**config.mk**
```make
export PLATFORM = sky130hd
export DESIGN_NAME = floppy_command_phase_decoder
export DESIGN_NICKNAME = d
export VERILOG_FILES = /design/src/fdc_cmd_pkg.sv /design/src/floppy_command_phase_decoder.sv /design/src/step_pulse_gen.sv
export SDC_FILE = /design/constraint.sdc
export NUM_CORES = 1
export LEC_CHECK = 0
export BUFFER_PORTS_ARGS = -buffer_cell sky130_fd_sc_hd__buf_2
export CORE_MARGIN = 5
export CORE_UTILIZATION = 35
export CTS_CLUSTER_DIAMETER = 60
export CTS_CLUSTER_SIZE = 10
export DETAILED_ROUTE_END_ITERATION = 6
export PLACE_DENSITY_LB_ADDON = 0.08
export SYNTH_ARGS = -nofsm -noshare
export SYNTH_HDL_FRONTEND = slang
export SYNTH_SLANG_ARGS = --single-unit
export TNS_END_PERCENT = 1
```
**constraint.sdc**
```tcl
create_clock -name sys_clk -period 3.35 [get_ports sys_clk]
set_input_delay 0.1675 -clock sys_clk [delete_from_list [all_inputs] [get_ports sys_clk]]
set_output_delay 0.1675 -clock sys_clk [all_outputs]
set_load 0.02 [all_outputs]
```
**src/fdc_cmd_pkg.sv**
```systemverilog
// Shared constants and types for the floppy command-phase decoder
package fdc_cmd_pkg;

  // Opcodes: write, deleted write and format as low five bits (upper bits carry flags), the rest as full bytes
  localparam logic [4:0] op_write_data = 5'h05;
  localparam logic [4:0] op_write_deleted = 5'h09;
  localparam logic [4:0] op_format_track = 5'h0d;
  localparam logic [7:0] op_recalibrate = 8'h07;
  localparam logic [7:0] op_sense_int = 8'h08;
  localparam logic [7:0] op_specify = 8'h03;
  localparam logic [7:0] op_seek = 8'h0f;
  localparam logic [7:0] op_configure = 8'h13;
  localparam logic [7:0] op_version = 8'h10;
  localparam logic [7:0] version_answer = 8'h90;
  localparam logic [7:0] invalid_answer = 8'h80;

  // Parameter byte counts after the opcode, and ID bytes per format sector
  localparam logic [3:0] write_param_count = 4'h8;
  localparam logic [3:0] format_param_count = 4'h5;
  localparam logic [3:0] recal_param_count = 4'h1;
  localparam logic [3:0] specify_param_count = 4'h2;
  localparam logic [3:0] seek_param_count = 4'h2;
  localparam logic [3:0] configure_param_count = 4'h3;
  localparam logic [3:0] format_id_count = 4'h4;

  // Result byte counts
  localparam logic [2:0] write_result_count = 3'h7;
  localparam logic [2:0] sense_result_count = 3'h2;
  localparam logic [2:0] one_result_count = 3'h1;

  // Status byte zero codes
  localparam logic [7:0] seek_end_code = 8'h20;
  localparam logic [7:0] normal_end_code = 8'h00;

  // Step pulse timing
  localparam int step_pulse_ns = 1000;
  localparam int clk_period_ns = 25;
  localparam int step_pulse_cycles = (step_pulse_ns + clk_period_ns - 1) / clk_period_ns;

  // Reset values
  localparam logic [7:0] cylinder_reset = 8'h00;
  localparam logic [3:0] fifo_threshold_reset = 4'h0;

  typedef enum logic [2:0] {
    kind_write,
    kind_format,
    kind_recal,
    kind_sense,
    kind_specify,
    kind_seek,
    kind_configure,
    kind_single
  } cmd_kind_type;

  // Drive-side step request and head/drive select
  typedef struct packed {
    logic step;
    logic direction_in;
    logic head_select;
    logic [1:0] drive_select;
  } drive_ctl_type;

  typedef struct packed {
    logic implied_seek_enable;
    logic fifo_disable;
    logic polling_disable;
    logic [3:0] fifo_threshold;
    logic [7:0] precomp_start_track;
  } config_type;

  typedef struct packed {
    logic [3:0] step_rate_time;
    logic [3:0] head_unload_time;
    logic [6:0] head_load_time;
    logic non_dma_flag;
  } timing_type;

endpackage

```
**src/floppy_command_phase_decoder.sv**
```systemverilog
// Command, execution and result phase sequencer for floppy commands
// Operation
// Write data moves sector bytes from host to drive one by one during execution.
// Host gives opcode, drive/head byte, then C, H, R, N, final sector, gap and data length.
// A sector write ends with three status bytes and the four ID bytes.
// The deleted-data write uses the same sequence but marks sectors deleted.
// Format takes size, count, gap, filler, four ID bytes per sector, and returns 3 status plus 4 undefined.
// Recalibrate steps outward until track zero and then raises the interrupt.
// Seek steps the head until it sits over the new cylinder number.
// Sense interrupt status takes no parameters and answers status byte zero first.
// Its second result byte is the present cylinder number.
// Relative seek takes direction from opcode bit 6 and steps by the count in byte three.
// Specify is followed by step rate/head unload and head load/non-DMA bytes.
// Configure loads its fields into internal registers and returns no result bytes.
`timescale 1ns/1ps
module floppy_command_phase_decoder #(
  parameter int step_cycles = fdc_cmd_pkg::step_pulse_cycles
) (
  // Clock and reset
  input wire logic sys_clk,
  input wire logic reset_n,
  // Host byte stream in
  input wire logic [7:0] host_wdata,
  input wire logic host_wvalid,
  output logic host_wready,
  // Host byte stream out
  output logic [7:0] host_rdata,
  output logic host_rvalid,
  input wire logic host_rready,
  // Drive side
  input wire logic track_zero_pin,
  output fdc_cmd_pkg::drive_ctl_type drive_ctl,
  output logic [7:0] disk_data,
  output logic disk_data_valid,
  output logic deleted_mark,
  output logic format_active,
  output logic interrupt,
  // Loose status and settings
  output fdc_cmd_pkg::config_type config_out,
  output fdc_cmd_pkg::timing_type timing_out,
  output logic [7:0] present_cylinder_number
);

  typedef enum {st_opcode, st_params, st_exec_data, st_exec_id, st_step, st_result} state_type;
  state_type state_q;

  logic [7:0] opcode_q;
  logic [7:0] params_q [0:7];
  logic [3:0] index_q;
  logic [3:0] id_count_q;
  logic [7:0] sector_left_q;
  logic [7:0] steps_left_q;
  logic [7:0] target_q;
  logic seek_recal_q;
  logic dir_in_q;
  logic [2:0] result_left_q;
  logic [2:0] result_pos_q;
  logic [7:0] st0_q;
  logic [1:0] tz_sync_q;
  logic step_busy;
  logic step_wire;

  // Track zero arrives from the drive; two flops before use
  always_ff @(posedge sys_clk or negedge reset_n) begin
    if (!reset_n) begin
      tz_sync_q <= 2'b00;
    end else begin
      tz_sync_q <= {tz_sync_q[0], track_zero_pin};
    end
  end
  wire track_zero = tz_sync_q[1];

  // Opcode decode
  wire in_take = host_wvalid && host_wready;
  wire [4:0] op_low = host_wdata[4:0];
  wire is_write = (op_low == fdc_cmd_pkg::op_write_data) && !host_wdata[5];
  wire is_deleted = (op_low == fdc_cmd_pkg::op_write_deleted) && !host_wdata[5];
  wire is_format = (op_low == fdc_cmd_pkg::op_format_track) && !host_wdata[7] && !host_wdata[5];
  wire is_relseek = ({host_wdata[7], host_wdata[5:0]} == {1'b1, fdc_cmd_pkg::op_seek[5:0]});
  wire [3:0] need_params =
    (is_write || is_deleted) ? fdc_cmd_pkg::write_param_count :
    is_format ? fdc_cmd_pkg::format_param_count :
    (host_wdata == fdc_cmd_pkg::op_recalibrate) ? fdc_cmd_pkg::recal_param_count :
    (host_wdata == fdc_cmd_pkg::op_specify) ? fdc_cmd_pkg::specify_param_count :
    (host_wdata == fdc_cmd_pkg::op_seek || is_relseek) ? fdc_cmd_pkg::seek_param_count :
    (host_wdata == fdc_cmd_pkg::op_configure) ? fdc_cmd_pkg::configure_param_count : 4'h0;
  wire [3:0] param_total_d = need_params;
  logic [3:0] param_total_q;
  wire op_is_write = (opcode_q[4:0] == fdc_cmd_pkg::op_write_data) ||
                     (opcode_q[4:0] == fdc_cmd_pkg::op_write_deleted);
  wire op_is_format = (opcode_q[4:0] == fdc_cmd_pkg::op_format_track);
  wire op_is_relseek = opcode_q[7] && (opcode_q[5:0] == fdc_cmd_pkg::op_seek[5:0]);
  wire last_param = (index_q == param_total_q - 4'h1);
  // Specify carries settings in its first byte and configure ignores its first byte; neither is a drive
  wire has_drive_byte = (opcode_q != fdc_cmd_pkg::op_specify) && (opcode_q != fdc_cmd_pkg::op_configure);

  // Result byte selection
  wire [7:0] id_byte = params_q[3'(result_pos_q - 3'h2)];
  wire [7:0] result_byte =
    (opcode_q == fdc_cmd_pkg::op_version) ? fdc_cmd_pkg::version_answer :
    (opcode_q == fdc_cmd_pkg::op_sense_int) ?
      ((result_pos_q == 3'h0) ? st0_q : present_cylinder_number) : // see R8
    (result_pos_q == 3'h0) ? st0_q :
    (result_pos_q < 3'h3) ? fdc_cmd_pkg::normal_end_code :
    op_is_format ? 8'h00 : id_byte; // see R3

  assign host_wready = (state_q == st_opcode || state_q == st_params || state_q == st_exec_data ||
                        state_q == st_exec_id) && !host_rvalid;

  step_pulse_gen #(
    .pulse_cycles(step_cycles)
  ) stepper (
    .sys_clk(sys_clk),
    .reset_n(reset_n),
    .fire((state_q == st_step) && !step_busy && steps_left_q != 8'h00 &&
          !(seek_recal_q && track_zero)),
    .busy(step_busy),
    .step_out(step_wire)
  );

  // Phase sequencer
  always_ff @(posedge sys_clk or negedge reset_n) begin
    if (!reset_n) begin
      state_q <= st_opcode;
      opcode_q <= 8'h00;
      for (int i = 0; i < 8; i++) begin
        params_q[i] <= 8'h00;
      end
      index_q <= 4'h0;
      param_total_q <= 4'h0;
      id_count_q <= 4'h0;
      sector_left_q <= 8'h00;
      steps_left_q <= 8'h00;
      target_q <= 8'h00;
      seek_recal_q <= 1'b0;
      dir_in_q <= 1'b0;
      result_left_q <= 3'h0;
      result_pos_q <= 3'h0;
      st0_q <= fdc_cmd_pkg::invalid_answer;
      present_cylinder_number <= fdc_cmd_pkg::cylinder_reset;
      host_rdata <= 8'h00;
      host_rvalid <= 1'b0;
      disk_data <= 8'h00;
      disk_data_valid <= 1'b0;
      deleted_mark <= 1'b0;
      format_active <= 1'b0;
      interrupt <= 1'b0;
      config_out <= '{1'b0, 1'b0, 1'b0, fdc_cmd_pkg::fifo_threshold_reset, 8'h00};
      timing_out <= '0;
      drive_ctl <= '0;
    end else begin
      disk_data_valid <= 1'b0;
      drive_ctl.step <= step_wire;
      drive_ctl.direction_in <= dir_in_q;
      if (host_rvalid && host_rready) begin
        host_rvalid <= 1'b0;
      end
      unique case (state_q)
        st_opcode: begin
          if (in_take) begin
            opcode_q <= host_wdata;
            param_total_q <= param_total_d;
            index_q <= 4'h0;
            result_pos_q <= 3'h0;
            deleted_mark <= is_deleted;
            if (param_total_d != 4'h0) begin
              state_q <= st_params;
            end else begin
              // Sense, version and invalid answer right away
              if (host_wdata == fdc_cmd_pkg::op_sense_int) begin
                result_left_q <= fdc_cmd_pkg::sense_result_count;
                interrupt <= 1'b0;
              end else begin
                result_left_q <= fdc_cmd_pkg::one_result_count;
                if (host_wdata != fdc_cmd_pkg::op_version) begin
                  st0_q <= fdc_cmd_pkg::invalid_answer;
                end
              end
              state_q <= st_result;
            end
          end
        end
        st_params: begin
          if (in_take) begin
            params_q[index_q[2:0]] <= host_wdata; // see R2
            index_q <= index_q + 4'h1;
            if (index_q == 4'h0 && has_drive_byte) begin
              drive_ctl.head_select <= host_wdata[2];
              drive_ctl.drive_select <= host_wdata[1:0];
            end
            if (last_param) begin
              if (op_is_write) begin
                sector_left_q <= host_wdata;
                state_q <= st_exec_data;
              end else if (op_is_format) begin
                id_count_q <= 4'h0;
                sector_left_q <= params_q[2];
                format_active <= 1'b1;
                state_q <= st_exec_id;
              end else if (opcode_q == fdc_cmd_pkg::op_recalibrate) begin
                seek_recal_q <= 1'b1;
                dir_in_q <= 1'b0;
                steps_left_q <= 8'hff;
                target_q <= 8'h00;
                state_q <= st_step;
              end else if (opcode_q == fdc_cmd_pkg::op_specify) begin
                timing_out <= {params_q[0], host_wdata};
                state_q <= st_opcode;
              end else if (opcode_q == fdc_cmd_pkg::op_configure) begin
                // No result phase for configure
                config_out.implied_seek_enable <= params_q[1][6];
                config_out.fifo_disable <= params_q[1][5];
                config_out.polling_disable <= params_q[1][4];
                config_out.fifo_threshold <= params_q[1][3:0];
                config_out.precomp_start_track <= host_wdata;
                state_q <= st_opcode;
              end else if (op_is_relseek) begin
                seek_recal_q <= 1'b0;
                dir_in_q <= opcode_q[6];
                steps_left_q <= host_wdata;
                target_q <= opcode_q[6] ? present_cylinder_number + host_wdata :
                                          present_cylinder_number - host_wdata;
                state_q <= st_step;
              end else begin
                seek_recal_q <= 1'b0;
                dir_in_q <= (host_wdata > present_cylinder_number);
                steps_left_q <= (host_wdata > present_cylinder_number) ?
                                host_wdata - present_cylinder_number : present_cylinder_number - host_wdata;
                target_q <= host_wdata;
                state_q <= st_step;
              end
            end
          end
        end
        st_exec_data: begin
          // Sector bytes forwarded one per host transfer
          if (in_take) begin
            disk_data <= host_wdata;
            disk_data_valid <= 1'b1;
            sector_left_q <= sector_left_q - 8'h01;
            if (sector_left_q <= 8'h01) begin
              st0_q <= {5'h00, params_q[0][2:0]};
              result_left_q <= fdc_cmd_pkg::write_result_count;
              state_q <= st_result;
            end
          end
        end
        st_exec_id: begin
          if (in_take) begin
            disk_data <= host_wdata;
            disk_data_valid <= 1'b1;
            id_count_q <= (id_count_q == fdc_cmd_pkg::format_id_count - 4'h1) ? 4'h0 : id_count_q + 4'h1;
            if (id_count_q == fdc_cmd_pkg::format_id_count - 4'h1) begin
              sector_left_q <= sector_left_q - 8'h01;
              if (sector_left_q <= 8'h01) begin
                format_active <= 1'b0;
                st0_q <= {5'h00, params_q[0][2:0]};
                result_left_q <= fdc_cmd_pkg::write_result_count;
                state_q <= st_result;
              end
            end
          end
        end
        st_step: begin
          // Stepper finishes its pulse before the cylinder count moves
          if (seek_recal_q && track_zero && !step_busy) begin
            present_cylinder_number <= 8'h00;
            st0_q <= fdc_cmd_pkg::seek_end_code | {6'h00, drive_ctl.drive_select};
            interrupt <= 1'b1;
            state_q <= st_opcode;
          end else if (steps_left_q == 8'h00 && !step_busy) begin
            present_cylinder_number <= target_q; // see R7
            st0_q <= fdc_cmd_pkg::seek_end_code | {6'h00, drive_ctl.drive_select};
            interrupt <= 1'b1;
            state_q <= st_opcode;
          end else if (step_wire && !drive_ctl.step) begin
            steps_left_q <= steps_left_q - 8'h01;
          end
        end
        st_result: begin
          if (!host_rvalid || host_rready) begin
            if (result_left_q != 3'h0) begin
              host_rdata <= result_byte;
              host_rvalid <= 1'b1;
              result_pos_q <= result_pos_q + 3'h1;
              result_left_q <= result_left_q - 3'h1;
            end else if (!host_rvalid || host_rready) begin
              state_q <= st_opcode;
            end
          end
        end
      endcase
    end
  end

endmodule

```
**src/step_pulse_gen.sv**
```systemverilog
// Head step pulse generator with fixed pulse width
`timescale 1ns/1ps
module step_pulse_gen #(
  parameter int pulse_cycles = fdc_cmd_pkg::step_pulse_cycles
) (
  // Clock and reset
  input wire logic sys_clk,
  input wire logic reset_n,
  // Request and status
  input wire logic fire,
  output logic busy,
  output logic step_out
);

  logic [7:0] count_q;
  logic [7:0] count_d;
  logic fire_ok;

  // A new pulse only starts after the last one fully ends
  assign fire_ok = fire && (count_q == 8'h00);
  assign count_d = fire_ok ? 8'(pulse_cycles) : (count_q != 8'h00) ? count_q - 8'h01 : 8'h00;
  assign busy = (count_q != 8'h00);

  // Pulse width counter
  always_ff @(posedge sys_clk or negedge reset_n) begin
    if (!reset_n) begin
      count_q <= 8'h00;
      step_out <= 1'b0;
    end else begin
      count_q <= count_d;
      step_out <= (count_d != 8'h00);
    end
  end

endmodule

```
==> results.md <==
- Run status: finished clean
- Core Util, Final: 40.65%
- First-pass GRT wire length: 52160 um
- Distinct cells, synth: 74
- P&R area growth vs syn: 15.33%
- Class of the most critical hold timing path: input port to flop
- Avg Cell Area, Syn: 9.912 um2
- Clock Path Buffers: 2
- Relative slew slack: 46.93%
- Layout cells sized above 1: 22.23%
- CTS root buf: clkbuf_16
- Pre-Repair DR Iteration Count: 6
- CP arrival: 3.27 ns
- CP Class: flop to flop
- Leak: 5.732 nW
- CP endpoint kind: flop
- RSZ-0062 raised after global routing: false
- Hold-fix buffers, CTS: 2
- Net Count, Synth: 1134
- # resized after CTS: 0
- Initial DRC count: 785
- Commonest cells after routing, fill and taps aside: dfrtp_1 (199), nand2_1 (151), o21ai_0 (122), nor2_1 (77), buf_2 (77)
- Total GRT Usage: 20.24%
- Max Freq: 340.0 MHz
- Antenna diode count: 0
- Ys async rst share: 100.0%
- Storage cell area: 5006 um2
- Cell Pwr Density: 751.3 nW/um2
- Max Cap Viol: 0
- Vert. Die Dim: 185.1 um
- Initial Utilization: 35.25%
- Final WL: 33660 um
- Num CTS Buffers: 17
- Top Ports: 79
- Number of synthesized flops with an enable pin: 0
- Startpoint types: flop
- Routed Antenna Nets: 0
- Final Cycle Share: 87.78%
- FP Rows: 64
- Design area: 12370 um2
- Routed wire per std cell: 21.32 um
- Vias per inst: 5.308
- Max VDD drop: 0.4295 mV
- Fillers: 3054
- Pins Over Slew Limit: 0
- Synth Instances: 1082
- DR vias: 8381
- Seq/Total Area, Yosys: 46.68%
- Worst-Margin Slew: 0.7900 ns
- Final setup viols: 0
- Largest net degree at the start of global routing: 74
- Post-CTS Repair Setup Buffers: 0
- Max FO, Critical Path: 17
- Dpl cell area: 11770 um2
- Fin Clk Skew: 0.01410 ns
- Setup TNS: 0 ns
- Yosys reg bits: 200
- Initial antenna violation count: 0
- Most common cell after layout, fill and taps aside: dfrtp_1
- Top_reg_cell synth: dfrtp_1
- CORE AREA: 30430 um2
- Gr ovfl total: 0
- CTS H-tree lvls: 4
- Final-report hold violation count: 0
- Gpl congestion: 0.8996
- Post-synthesis cell area: 10730 um2
- Area of the multi-input gates: 5300 um2
- Vias in the first global route: 8257
- DRC: 0
- Post-layout nets: 1223
- TritonCTS Sinks: 200
- Min cycle time layout: 2.941 ns
- Final HPWL DP: 24330 um
- Latest clock arrival within the worst-skew pair: 0.45 ns
- Port Buffer Count: 78
- CTS tree: yes
- Worst endpoint required time: 3.68 ns
- Overall power: 0.009293 W
- Clk pin slew, worst setup/hold paths: 0.08 ns
- Die Area: 34250 um2
- Die Wd: 185.1 um
- Synthesis Warnings: 0
[cells in the mapped netlist (5+ instances only)]
cell type  instances  area share [%]
nand3_1           18            0.84
xnor2_1           18             1.5
nor2b_1            9            0.52
nor3_1            14            0.65
a21o_1             5            0.35
or3_1              7            0.41
clkbuf_1          41             1.4
xor2_1            10            0.82
a211oi_1           5            0.35
o211ai_1           7            0.49
inv_1             38             1.3
buf_1              5            0.18
nand2_1          151             5.3
ha_1              36             4.2
nand2b_1          13            0.76
o31ai_1            5            0.35
nor4_1             6            0.35
mux2i_1           19             1.8
nand4_1           12            0.70
a21oi_1           53             2.5
and2_1             8            0.47
mux4_2            16             3.4
o21ai_0          122             5.7
buf_2             13            0.61
or4_1              7            0.49
a22o_1            11            0.90
nor2_1            77             2.7
dfrtp_1          199              46
mux2_2            69             7.2
[layer usage]
metal	vias up	track usage (%)	share of wire, %
met1	4167	31.14	50
li1	3992	-	-
met4	0	4.815	1.4
met3	24	3.908	5.0
met5	-	0	0
met2	198	29.38	43
[cells by family (layout without fill, tap and decap cells)]
kind of cell	after synthesis	in the layout	synth area share, %
xor+xnor	28	28	2.286
flops	200	200	46.68
fa+ha+maj	39	39	4.760
compound gates	249	249	14.00
mux	104	104	12.38
simple gates	357	357	15.95
buf+inv	105	206	3.955
[flip-flops by register name, summed over array words and instances (netlist names), 4 cells and up]
name,flops
target_q,8
sector_left_q,8
host_rdata,8
present_cylinder_number,8
disk_data,8
drive_ctl,5
stepper.count_q,8
index_q,4
st0_q,5
params_q,64
steps_left_q,8
config_out,15
opcode_q,8
id_count_q,4
timing_out,16
param_total_q,4
[cell type report]
class	count	area share, %
multi-input combinational	777	42.85
sequential	200	40.47
timing repair buffer	133	6.706
tap	396	4.006
clock buffer	18	3.550
inverter	42	1.275
clock inverter	13	1.143
[worst max-delay path: stages, from the launching register on]
cell,delay [ns]
dfrtp_1,0.58
nor3b_2,0.44
nand3_1,0.14
nor3_2,0.50
a2bb2oi_1,0.30
nor3b_2,0.25
buf_4,0.24
o21ai_0,0.11
a22o_1,0.24
[through the flow]
step / cells / hold WS [ns] / worst slack, ns
final: 1579 / 0.07669 / 0.4092
after global routing: 1579 / 0.1096 / 0.2599
after CTS: 1579 / 0.05570 / 0.4419
after detailed placement: 1546 / 0.2236 / 0.4552
after global placement: 1546 / 0.2224 / 0.4892
after floorplan: 1082 / -0.1281 / 0.5918
[final timing paths]
path	start	end	slack (ns)	depth (start not counted)
worst max-delay path	state_q[2]	sector_left_q[6]	0.41	8
worst min-delay path	host_rready	host_rvalid	0.08	3
worst max register to register	state_q[2]	sector_left_q[6]	0.41	8
worst min register to register	tz_sync_q[0]	tz_sync_q[1]	0.36	0
max in group asynchronous	reset_n	params_q[30]	2.17	3
min in group asynchronous	reset_n	interrupt	0.29	2
[report_power, final]
group          switching, W  internal (W)  leakage, nW
clock               0.00104       0.00107        0.285
sequential         0.000669       0.00310         2.63
combinational       0.00197       0.00144         2.82
total               0.00368       0.00561         5.73
Power figures use the tool's default switching activity.
